`src/verilog/dit_pkg.sv`:
```
// Purpose: Shared constants and types for the debug injection block
// Assumes: Mode control literals are written {first pin, second pin}
// Notes: Status codes are the values shown on the state outputs
// ==========================================================
// Package
package dit_pkg;
    // Mode control codes
    localparam logic [1:0] MODE_INJECT = 2'b00;
    localparam logic [1:0] MODE_STEP = 2'b01;
    localparam logic [1:0] MODE_HALT = 2'b10;
    localparam logic [1:0] MODE_NORMAL = 2'b11;
    // State output codes
    localparam logic [2:0] STAT_IDLE = 3'b000;
    localparam logic [2:0] STAT_INJECT = 3'b010;
    localparam logic [2:0] STAT_RUN = 3'b100;
    // Reset values and sizes
    localparam logic [1:0] SYNC_RESET = 2'b11;
    localparam int SYNC_STAGES = 2;
    localparam int INSTR_W = 32;
    localparam logic [31:0] INSTR_RESET = 32'h0000_0000;
    // Controller states
    typedef enum logic [2:0] {
        ST_NORMAL = 3'b000,
        ST_HALT = 3'b001,
        ST_STEP_WAIT = 3'b010,
        ST_STEPPING = 3'b011,
        ST_STEP_DONE = 3'b100,
        ST_INJECT = 3'b101
    } dit_state_e;
endpackage : dit_pkg

```
`src/verilog/dit_mode_if.sv`:
```
// Purpose: Carries the synchronised mode code between sync and controller
// Assumes: Single clock domain
// Notes: Source is the synchroniser, sink the controller
`timescale 1ns/100ps
`default_nettype none
// ==========================================================
// Interface
interface dit_mode_if;
    logic [1:0] mode;
    modport src (output mode);
    modport dst (input mode);
endinterface : dit_mode_if
`default_nettype wire

```
`src/verilog/dit_mode_sync.sv`:
```
// Purpose: Two-stage synchroniser for the asynchronous mode inputs
// Assumes: Only one mode pin changes per cycle, so bits never tear
// Notes: First stage is read only by the second stage
`timescale 1ns/100ps
`default_nettype none
// ==========================================================
// Synchroniser
module dit_mode_sync (
    input wire logic clk_i,
    input wire logic sys_rst_i,
    input wire logic [1:0] mode_ctrl_i,
    dit_mode_if.src sync_o
);
    import dit_pkg::*;
    logic [1:0] meta;
    logic [1:0] stable;
    // Reset to normal so a quiet bench never enters debug by accident
    always_ff @(posedge clk_i) begin
        if (sys_rst_i) begin
            meta <= SYNC_RESET;
            stable <= SYNC_RESET;
        end else begin
            meta <= mode_ctrl_i;
            stable <= meta;
        end
    end
    assign sync_o.mode = stable;
endmodule : dit_mode_sync
`default_nettype wire

```
`src/verilog/dit_inject_ctrl.sv`:
```
// Purpose: Instruction injection and output float control for debug
// Assumes: Pipeline, fetch unit and data channel live outside this block
// Notes: Pin floating is purely combinational from the test input
//
// What this block does
// - In injection mode the decode register loads the instruction bus, not fetch.
// - Code 00 enters injection two to three cycles later, preempting bursts.
// - Injection is entered only from halt or step wait.
// - State outputs show 010 throughout injection.
// - Bus changes reach the decode register next cycle; ready and error ignored.
// - Injection ends two to three cycles after a change to 10 or 01.
// - Leaving injection keeps the instruction; step marks it valid.
// - Halt after injection discards the instruction and restores normal fetch.
// - Every step re-executes the held instruction; host may load a no-op.
// - Injected code must not update program counters, channel or ALU status.
// - Injected code may reach protected state even in user mode.
// - A step completes only after its external data access is done.
// - Resume state is kept; halt to 11 resumes like an interrupt return.
// - Float test input floats every output except the compare error.
// - Floating is combinational, in any mode, without a clock.
// - The clock pin floats too; system must then supply the clock.
// - A 01 to 11 change advances one pipeline stage, then waits again.
// - State outputs show 000 in halt and in step wait.
`timescale 1ns/100ps
`default_nettype none
// ==========================================================
// Controller
module dit_inject_ctrl (
    input wire logic clk_i,
    input wire logic sys_rst_i,
    input wire logic [1:0] mode_ctrl_i,
    input wire logic float_test_n_i,
    input wire logic [dit_pkg::INSTR_W-1:0] instr_bus_i,
    input wire logic instruction_ready_n_i,
    input wire logic instruction_error_n_i,
    input wire logic [dit_pkg::INSTR_W-1:0] fetch_instr_i,
    input wire logic fetch_valid_i,
    input wire logic pipe_hold_i,
    input wire logic data_busy_i,
    output logic [dit_pkg::INSTR_W-1:0] decode_holding_register_o,
    output logic dhr_valid_o,
    output logic stage_advance_o,
    output logic burst_preempt_o,
    output logic refetch_o,
    output logic resume_return_o,
    output logic spr_update_inhibit_o,
    output logic priv_override_o,
    output logic [2:0] cpu_state_o,
    output logic cpu_state_oe_o,
    output logic outputs_oe_o,
    output logic system_clock_pin_oe_o,
    output logic master_slave_compare_error_o,
    input wire logic compare_error_i
);
    import dit_pkg::*;

    // ==========================================================
    // Synchronised mode
    dit_mode_if mode_bus ();
    logic [1:0] mode;
    logic [1:0] mode_q;
    dit_state_e state;
    dit_state_e next_state;
    logic inj_held;
    logic advanced;
    logic [2:0] stat;

    // Asynchronous pins pass two flops before anyone decodes them
    dit_mode_sync u_sync (
        .clk_i(clk_i),
        .sys_rst_i(sys_rst_i),
        .mode_ctrl_i(mode_ctrl_i),
        .sync_o(mode_bus)
    );
    assign mode = mode_bus.mode;

    // Previous synchronised code, for transition detection
    always_ff @(posedge clk_i) begin
        if (sys_rst_i) begin
            mode_q <= SYNC_RESET;
        end else begin
            mode_q <= mode;
        end
    end

    // ==========================================================
    // Mode state machine
    always_comb begin
        next_state = state;
        case (state)
            ST_NORMAL: begin
                // Halt and step wait for any data access to finish
                if (!data_busy_i && mode == MODE_HALT) begin
                    next_state = ST_HALT;
                end else if (!data_busy_i && mode == MODE_STEP) begin
                    next_state = ST_STEP_WAIT;
                end
            end
            ST_HALT: begin
                if (mode == MODE_INJECT) begin
                    next_state = ST_INJECT;
                end else if (mode == MODE_NORMAL) begin
                    next_state = ST_NORMAL;
                end else if (mode == MODE_STEP) begin
                    next_state = ST_STEP_WAIT;
                end
            end
            ST_STEP_WAIT: begin
                if (mode == MODE_INJECT) begin
                    next_state = ST_INJECT;
                end else if (mode == MODE_NORMAL && mode_q == MODE_STEP) begin
                    next_state = ST_STEPPING;
                end else if (mode == MODE_HALT) begin
                    next_state = ST_HALT;
                end
            end
            ST_STEPPING: begin
                // Finish only once advanced and the data channel is idle
                if (advanced && !data_busy_i) begin
                    next_state = ST_STEP_DONE;
                end
            end
            ST_STEP_DONE: begin
                // Code 11 may linger; wait for the host to move on
                if (mode == MODE_STEP) begin
                    next_state = ST_STEP_WAIT;
                end else if (mode == MODE_HALT) begin
                    next_state = ST_HALT;
                end
            end
            ST_INJECT: begin
                if (mode == MODE_STEP) begin
                    next_state = ST_STEP_WAIT;
                end else if (mode == MODE_HALT) begin
                    next_state = ST_HALT;
                end
            end
            default: begin
                next_state = ST_NORMAL;
            end
        endcase
    end

    // State register
    always_ff @(posedge clk_i) begin
        if (sys_rst_i) begin
            state <= ST_NORMAL;
        end else begin
            state <= next_state;
        end
    end

    // ==========================================================
    // Single step advance
    // Pipeline hold stretches the step; exactly one advance is issued
    always_ff @(posedge clk_i) begin
        if (sys_rst_i) begin
            advanced <= 1'b0;
            stage_advance_o <= 1'b0;
        end else begin
            stage_advance_o <= 1'b0;
            if (state != ST_STEPPING) begin
                advanced <= 1'b0;
            end else if (!advanced && !pipe_hold_i) begin
                advanced <= 1'b1;
                stage_advance_o <= 1'b1;
            end
        end
    end

    // ==========================================================
    // Decode holding register
    // Ready and error are deliberately not looked at while injecting
    always_ff @(posedge clk_i) begin
        if (sys_rst_i) begin
            decode_holding_register_o <= INSTR_RESET;
            dhr_valid_o <= 1'b0;
        end else if (state == ST_INJECT) begin
            decode_holding_register_o <= instr_bus_i;
            if (next_state == ST_STEP_WAIT) begin
                dhr_valid_o <= 1'b1;
            end else begin
                dhr_valid_o <= 1'b0;
            end
        end else if (inj_held) begin
            dhr_valid_o <= 1'b1;
        end else if (fetch_valid_i && (state == ST_NORMAL || state == ST_STEPPING)) begin
            decode_holding_register_o <= fetch_instr_i;
            dhr_valid_o <= 1'b1;
        end
    end

    // Held-injection flag; cleared by halt, which restores fetch
    always_ff @(posedge clk_i) begin
        if (sys_rst_i) begin
            inj_held <= 1'b0;
        end else if (state == ST_INJECT && next_state == ST_STEP_WAIT) begin
            inj_held <= 1'b1;
        end else if (next_state == ST_HALT || next_state == ST_INJECT) begin
            inj_held <= 1'b0;
        end
    end

    // Injected code is flagged so the core skips implicit state updates
    always_ff @(posedge clk_i) begin
        if (sys_rst_i) begin
            spr_update_inhibit_o <= 1'b0;
            priv_override_o <= 1'b0;
        end else begin
            spr_update_inhibit_o <= inj_held;
            priv_override_o <= inj_held;
        end
    end

    // ==========================================================
    // One-cycle event pulses
    always_ff @(posedge clk_i) begin
        if (sys_rst_i) begin
            burst_preempt_o <= 1'b0;
            refetch_o <= 1'b0;
            resume_return_o <= 1'b0;
        end else begin
            burst_preempt_o <= (state != ST_INJECT) && (next_state == ST_INJECT);
            refetch_o <= (state == ST_INJECT) && (next_state == ST_HALT);
            resume_return_o <= (state == ST_HALT) && (next_state == ST_NORMAL);
        end
    end

    // ==========================================================
    // State outputs
    always_comb begin
        case (state)
            ST_INJECT: stat = STAT_INJECT;
            ST_HALT, ST_STEP_WAIT, ST_STEP_DONE: stat = STAT_IDLE;
            default: stat = STAT_RUN;
        endcase
    end

    always_ff @(posedge clk_i) begin
        if (sys_rst_i) begin
            cpu_state_o <= STAT_RUN;
        end else begin
            cpu_state_o <= stat;
        end
    end

    // Compare error is never floated; it stays driven in test
    always_ff @(posedge clk_i) begin
        if (sys_rst_i) begin
            master_slave_compare_error_o <= 1'b0;
        end else begin
            master_slave_compare_error_o <= compare_error_i;
        end
    end

    // ==========================================================
    // Float test
    // No flop in this path, so it works with the clock stopped
    assign cpu_state_oe_o = float_test_n_i;
    assign outputs_oe_o = float_test_n_i;
    assign system_clock_pin_oe_o = float_test_n_i;
endmodule : dit_inject_ctrl
`default_nettype wire

```
`config.mk`:
```
export PLATFORM = sky130hd
export DESIGN_NAME = dit_inject_ctrl
export DESIGN_NICKNAME = d
export VERILOG_FILES = /design/src/verilog/dit_pkg.sv /design/src/verilog/dit_mode_if.sv /design/src/verilog/dit_mode_sync.sv /design/src/verilog/dit_inject_ctrl.sv
export SDC_FILE = /design/constraint.sdc
export NUM_CORES = 1
export LEC_CHECK = 0
export BUFFER_PORTS_ARGS = -buffer_cell sky130_fd_sc_hd__buf_2
export CORE_MARGIN = 2
export CORE_UTILIZATION = 46
export CTS_BUF_LIST = sky130_fd_sc_hd__clkbuf_8
export DETAILED_ROUTE_END_ITERATION = 10
export PLACE_DENSITY = 0.82
export REMOVE_ABC_BUFFERS = 1
export SLEW_MARGIN = 20
export SYNTH_ARGS = -nofsm -noshare
export SYNTH_HDL_FRONTEND = slang
export SYNTH_SLANG_ARGS = --single-unit
```
`constraint.sdc`:
```
create_clock -name clk_i -period 1.9 [get_ports clk_i]
set_clock_uncertainty 0.15 [all_clocks]
set_input_delay 0.19 -clock clk_i [delete_from_list [all_inputs] [get_ports clk_i]]
set_output_delay 0.19 -clock clk_i [all_outputs]
set_load 0.01 [all_outputs]
```
# Word-level counts from Yosys, hierarchy flattened
# Index checks and enable logic that the tools add are counted.
dict set report op_classes {
  n_eq_ne 15
  muxes 22
  n_reduce_logical 25
}
# operator n
set op_table {}
lappend op_table {{$mux W32} 3}
lappend op_table {{$mux W3} 10}
lappend op_table {{$pmux W3 S5} 1}
lappend op_table {{$logic_and A1 B1 Y1} 10}
lappend op_table {{$eq A3 B2 Y1 const B} 3}
lappend op_table {{$eq A3 B3 Y1 const B} 3}
lappend op_table {{$mux W1} 7}
lappend op_table {{$eq A3 B1 Y1 const B} 2}
lappend op_table {{$logic_not A3 Y1} 2}
lappend op_table {{$pmux W3 S2} 1}
lappend op_table {{$eq A2 B1 Y1 const B} 2}
lappend op_table {{$eq A2 B2 Y1 const B} 2}
lappend op_table {{$reduce_bool A2 Y1} 2}
lappend op_table {{$reduce_or A2 Y1} 2}
lappend op_table {{$logic_not A1 Y1} 3}
lappend op_table {{$ne A3 B2 Y1 const B} 1}
lappend op_table {{$ne A3 B3 Y1 const B} 1}
lappend op_table {{$reduce_bool A3 Y1} 1}
lappend op_table {{$reduce_or A3 Y1} 1}
lappend op_table {{$logic_not A2 Y1} 1}
lappend op_table {{$logic_or A1 B1 Y1} 2}
lappend op_table {{$ne A2 B1 Y1 const B} 1}
lappend op_table {{$reduce_and A2 Y1} 1}
dict set report totals {
  register_bits 53
  out_inout_bits 46
}

# Logic depth before layout (Yosys ltp)
dict set report depth {
  ltp_word 9
  ltp_mapped 7
}

# Hierarchy
# From an unflattened synthesis, not the netlist that was laid out.
dict set report hier_totals {
  cells_unflattened 270
  hier_area_um2 2248.4
}
# module instances cells_per_inst area_per_inst_um2 seq_area_each_um2
set modules_own_cells {}
lappend modules_own_cells {dit_inject_ctrl 1 262 2143.3 960.9}
lappend modules_own_cells {dit_mode_sync 1 8 105.1 80.1}

# Worst setup path before layout
# No wires, ideal clock.
dict set report synth_timing {
  kind {register -> register}
  from {reg state[2]}
  to {reg decode_holding_register_o[0] in the netlist's numbering}
  setup_time_ns 0.091
  t_arrival_ns 1.424
  t_required_ns 1.659
  path_slack_ns 0.235
  path_stages_with_launch 6
  synth_period_minus_slack_ns 1.665
  path_cell_list {dfxtp_1 -> buf_2 -> o41ai_4 -> buf_6 -> nor2_1 -> a311oi_1}
}
dict set report synth_between {
  elab_chain_len 5
  elab_cells_between_ends 9
  classes_between {3 x eq/ne; 1 x mux; 5 x reduce/logical}
}
# element line_no
set synth_rtl {}
lappend synth_rtl {{start: declaration} dit_inject_ctrl.sv:62} ;# dit_state_e state;
lappend synth_rtl {{start signal: assignment} dit_inject_ctrl.sv:149} ;# state <= next_state;
lappend synth_rtl {{$eq A3 B2 Y1 / $logic_not A3 Y1 (equally long branches)} dit_inject_ctrl.sv:187} ;# end else if (fetch_valid_i && (state == ST_NORMAL || state == ST_STEPPING)) begin
lappend synth_rtl {{$logic_or A1 B1 Y1} dit_inject_ctrl.sv:187}
lappend synth_rtl {{$logic_and A1 B1 Y1} dit_inject_ctrl.sv:187}
lappend synth_rtl {{$reduce_bool A2 Y1 (no line)} --}
lappend synth_rtl {{$reduce_and A2 Y1 (no line)} --}
lappend synth_rtl {{end signal: assignment} dit_inject_ctrl.sv:179} ;# decode_holding_register_o <= instr_bus_i;
lappend synth_rtl {{end signal: assignment} dit_inject_ctrl.sv:188} ;# decode_holding_register_o <= fetch_instr_i;
lappend synth_rtl {{end: declaration} dit_inject_ctrl.sv:40} ;# output logic [dit_pkg::INSTR_W-1:0] decode_holding_register_o,
# Several ways; a longest one is shown, not always the timed one.
# A chain may end at the register's enable or synchronous reset.

# Final worst setup path
dict set report layout_timing {
  from {reg state[2]}
  to {reg decode_holding_register_o[15] in the netlist's numbering}
}
# Same word-level chain as after synthesis.

==> out/summary.json <==
{
  "detailed_place_hpwl": {"value": 4130, "unit": "um"},
  "floorplan.initialDensity": {"value": 47.7, "unit": "%"},
  "unrepaired_setup_endpoints_after_global_routing": {"value": "true"},
  "insertion_delay": {"value": 290, "unit": "ps"},
  "ctsHtreeMaxLevel": {"value": 2},
  "die_area": {"value": 5510, "unit": "um^2"},
  "buffer_ports.inserted": {"value": 113},
  "die_wd": {"value": 74.2, "unit": "um"},
  "period_needed": {"value": 1790, "unit": "ps"},
  "first_global_vias": {"value": 2393},
  "worst_r2r_path_depth": {"value": 5},
  "clk_path_buf_depth": {"value": 2},
  "cts_made_buffers": {"value": 5},
  "layout.filler_cells": {"value": 364},
  "synthDistinctLibCells": {"value": 44},
  "final_hold_viol_count": {"value": 0},
  "seq_area_frac_synth": {"value": 45.9, "unit": "%"},
  "synthToLayoutAreaGrowth": {"value": 50.5, "unit": "%"},
  "die_h": {"value": 74.2, "unit": "um"},
  "final.hold.worst_slack": {"value": 11.5, "unit": "ps"},
  "ys_warn_count": {"value": 0},
  "numClockSinks": {"value": 52},
  "syn-cell-area": {"value": 2270, "unit": "um^2"},
  "detail_route.drc_violations": {"value": 0},
  "postCtsSetupBuffers": {"value": 0},
  "ir_drop": {"value": 0.427, "unit": "mV"},
  "power.leakage": {"value": 1.63, "unit": "nW"},
  "multiInputGateArea": {"value": 1050, "unit": "um^2"},
  "cts_root_buf": {"value": "clkbuf_8"},
  "min_from": {"value": "instr_bus_i[28]"},
  "crit_buf_inv": {"value": 2},
  "grt.busiest_layer": {"value": "met2"},
  "totalNegativeSetupSlack": {"value": 0, "unit": "ps"},
  "final-instance-count-excl-fill": {"value": 486},
  "max_clock_freq": {"value": 558, "unit": "MHz"},
  "async_flop_share": {"value": 0, "unit": "%"},
  "overflow": {"value": 0},
  "yosys_most_used_dff": {"value": "dfxtp_1"},
  "floorplan.rows": {"value": 25},
  "hp-class": {"value": "input port to flop"},
  "worstSetupPathType": {"value": "flop to flop"},
  "antenna_cells": {"value": 0},
  "final-setup-viol-count": {"value": 0},
  "syn-mean-instance-area": {"value": 8.43, "unit": "um^2"},
  "crit_slowest_cell": {"value": "dfxtp_1"},
  "placed_cells": {"value": 435},
  "post-route-worst-setup-slack": {"value": 106, "unit": "ps"},
  "worst_hold_path.num_cells": {"value": 3},
  "dr.pass1.iters": {"value": 4},
  "pwr_density_cell": {"value": 657, "unit": "nW/um^2"},
  "run_status": {"value": "finished clean"},
  "grt_util_met1": {"value": 27.8, "unit": "%"},
  "crit_path_max_incr_delay": {"value": 470, "unit": "ps"},
  "floorplan.io_pins": {"value": 121},
  "yosys_register_bits": {"value": 52},
  "grtUsageTotal": {"value": 24.5, "unit": "%"},
  "cp_num_cells": {"value": 5},
  "antenna_left": {"value": 0},
  "final_min_period_over_clock_period": {"value": 94.4, "unit": "%"},
  "post_synth_edffs": {"value": 0},
  "crit_chain": {"value": "nand3b_1 -> inv_2 -> buf_12 -> nand2_1 -> a311oi_1"},
  "met2_usage": {"value": 44.3, "unit": "%"},
  "drt_first_iter_violations": {"value": 120},
  "met3_track_usage_gr": {"value": 6.37, "unit": "%"},
  "gp_congestion": {"value": 0.897},
  "maxCapViolCount": {"value": 0},
  "cts_clock_pin_slew_for_the_worst_setup_and_hold_paths": {"value": 90, "unit": "ps"},
  "layout.core_utilization": {"value": 71.8, "unit": "%"},
  "number_of_max_slew_violations_in_the_final_report": {"value": 0},
  "final_nets": {"value": 493},
  "clock_tree_from_tritoncts": {"value": "done"},
  "mean_number_of_vias_per_cell": {"value": 5.06},
  "critical_path.top_delay_family": {"value": "flip-flops"},
  "core-area": {"value": 4750, "unit": "um^2"},
  "number_of_antenna_violations_at_the_first_check_in_global_routing": {"value": 0},
  "rr_startpoint": {"value": "state[2]"},
  "drive_gt1_share": {"value": 34.1, "unit": "%"},
  "worstPathMaxFanout": {"value": 26},
  "post_drt_wl_per_cell": {"value": 14.1, "unit": "um"},
  "cp.required": {"value": 1940, "unit": "ps"},
  "final_wirelength": {"value": 6860, "unit": "um"},
  "synth_cells": {"value": 269},
  "maximum_number_of_pins_on_one_net_before_global_route_repair": {"value": 43},
  "wire_length_of_the_first_global_routing_pass": {"value": 10500, "unit": "um"},
  "critPathArrivalTime": {"value": 1840, "unit": "ps"},
  "dr_total_vias": {"value": 2461},
  "dpl_worst_slack": {"value": 116, "unit": "ps"},
  "critical_path.startpoint": {"value": "state[2]"},
  "sequential_cell_area": {"value": 1040, "unit": "um^2"},
  "crit_path_end_kind": {"value": "flop"},
  "crit_path_start_kind": {"value": "flop"}
}
-- metal layers --
metal,wire (um),share of wire [%]
met1,2690,39
met2,3490,51
met3,544,7.9
met4,127,1.9
met5,0,0
-- flip-flops by register name, summed over array words and instances, names as in the netlist --
name,cells
advanced,1
burst_preempt_o,1
cpu_state_o,2
decode_holding_register_o,32
dhr_valid_o,1
inj_held,1
master_slave_compare_error_o,1
mode_q,2
priv_override_o,1
refetch_o,1
resume_return_o,1
stage_advance_o,1
state,3
u_sync.meta,2
u_sync.sync_o.mode,2
-- worst register-to-register path, stage by stage (launching register included) --
cell and delay (ps):
dfxtp_1 470, nand3b_1 240, inv_2 220, buf_12 190
nand2_1 100, a311oi_1 310
-- Yosys cell counts, types with 2 or more instances --
master    number  area share (%)
a21oi_1        2            0.44
a311oi_1      30              12
or2_2          5             1.4
mux2i_1        2            0.88
inv_1          5            0.83
nor2_1        39             6.5
nor3_1         3            0.66
buf_6          3             1.5
nand2b_1       4             1.1
o2111a_1       2            0.99
buf_4          5             1.7
o21ai_0        4            0.88
nand2_1       62              10
a211oi_1       2            0.66
clkbuf_1       9             1.5
nor2b_1        4             1.1
nand3_1        2            0.44
buf_2          9             2.0
dfxtp_1       52              46
-- cells by family (layout without fill, tap and decap cells) --
kind of cell | Yosys count | count (layout) | share of synthesized area (%)
buffers and inverters | 33 | 183 | 7.83
xor gates and xnor gates | 2 | 2 | 0.772
DFF | 52 | 52 | 45.9
muxes | 2 | 2 | 0.883
and+or+nand+nor | 128 | 128 | 24.7
other | 1 | 1 | 0.165
adders and majority gates | 1 | 1 | 0.441
AOI/OAI and AO/OA | 50 | 50 | 19.4
-- layout by cell type (no fill, tap or decap), drive strengths merged, types with 4 or more instances in the layout --
master | synthesis | routed
buf | 17 | 126
nand2 | 62 | 62
dlygate4sd3 | 0 | 43
dfxtp | 52 | 52
or2 | 6 | 6
inv | 6 | 7
o21ai | 4 | 4
nand2b | 4 | 4
nor2 | 39 | 39
a311oi | 30 | 30
nor2b | 4 | 4
clkbuf | 10 | 6
-- where the power goes --
group,leakage [nW],internal [mW],switching [mW]
clock,0.0486,0.291,0.346
sequential,0.430,1.16,0.0329
combinational,1.15,0.224,0.195
-- worst paths after layout --
check | to | slack, ps
min | decode_holding_register_o[28] | 10
max | decode_holding_register_o[15] | 110
min reg2reg | u_sync.sync_o.mode[0] | 270
max reg2reg | decode_holding_register_o[15] | 110
-- area by class of cell --
type	count	share of cell area [%]
Sequential cell	52	30.5
Clock buffer	6	2.42
Multi-Input combinational cell	184	30.7
Clock inverter	2	0.330
Timing Repair Buffer	169	32.9
Inverter	6	0.660
Tap cell	67	2.46
-- stage by stage --
step / area [um^2] / power, mW
final: 3410 / 2.24
after global placement: 2890 / 1.54
after detailed placement: 2890 / 1.55
after CTS: 3410 / 2.25
after floorplan: 2110 / 1.37
after global routing: 3410 / 2.34
-- what timing repair did --
action	CTS	global route
hold endpoints to repair	25	0
hold buffers	43	0
endpoints found under the setup margin	0	4
resized for setup	0	2
Note: power is estimated with default switching activity, not from simulation.
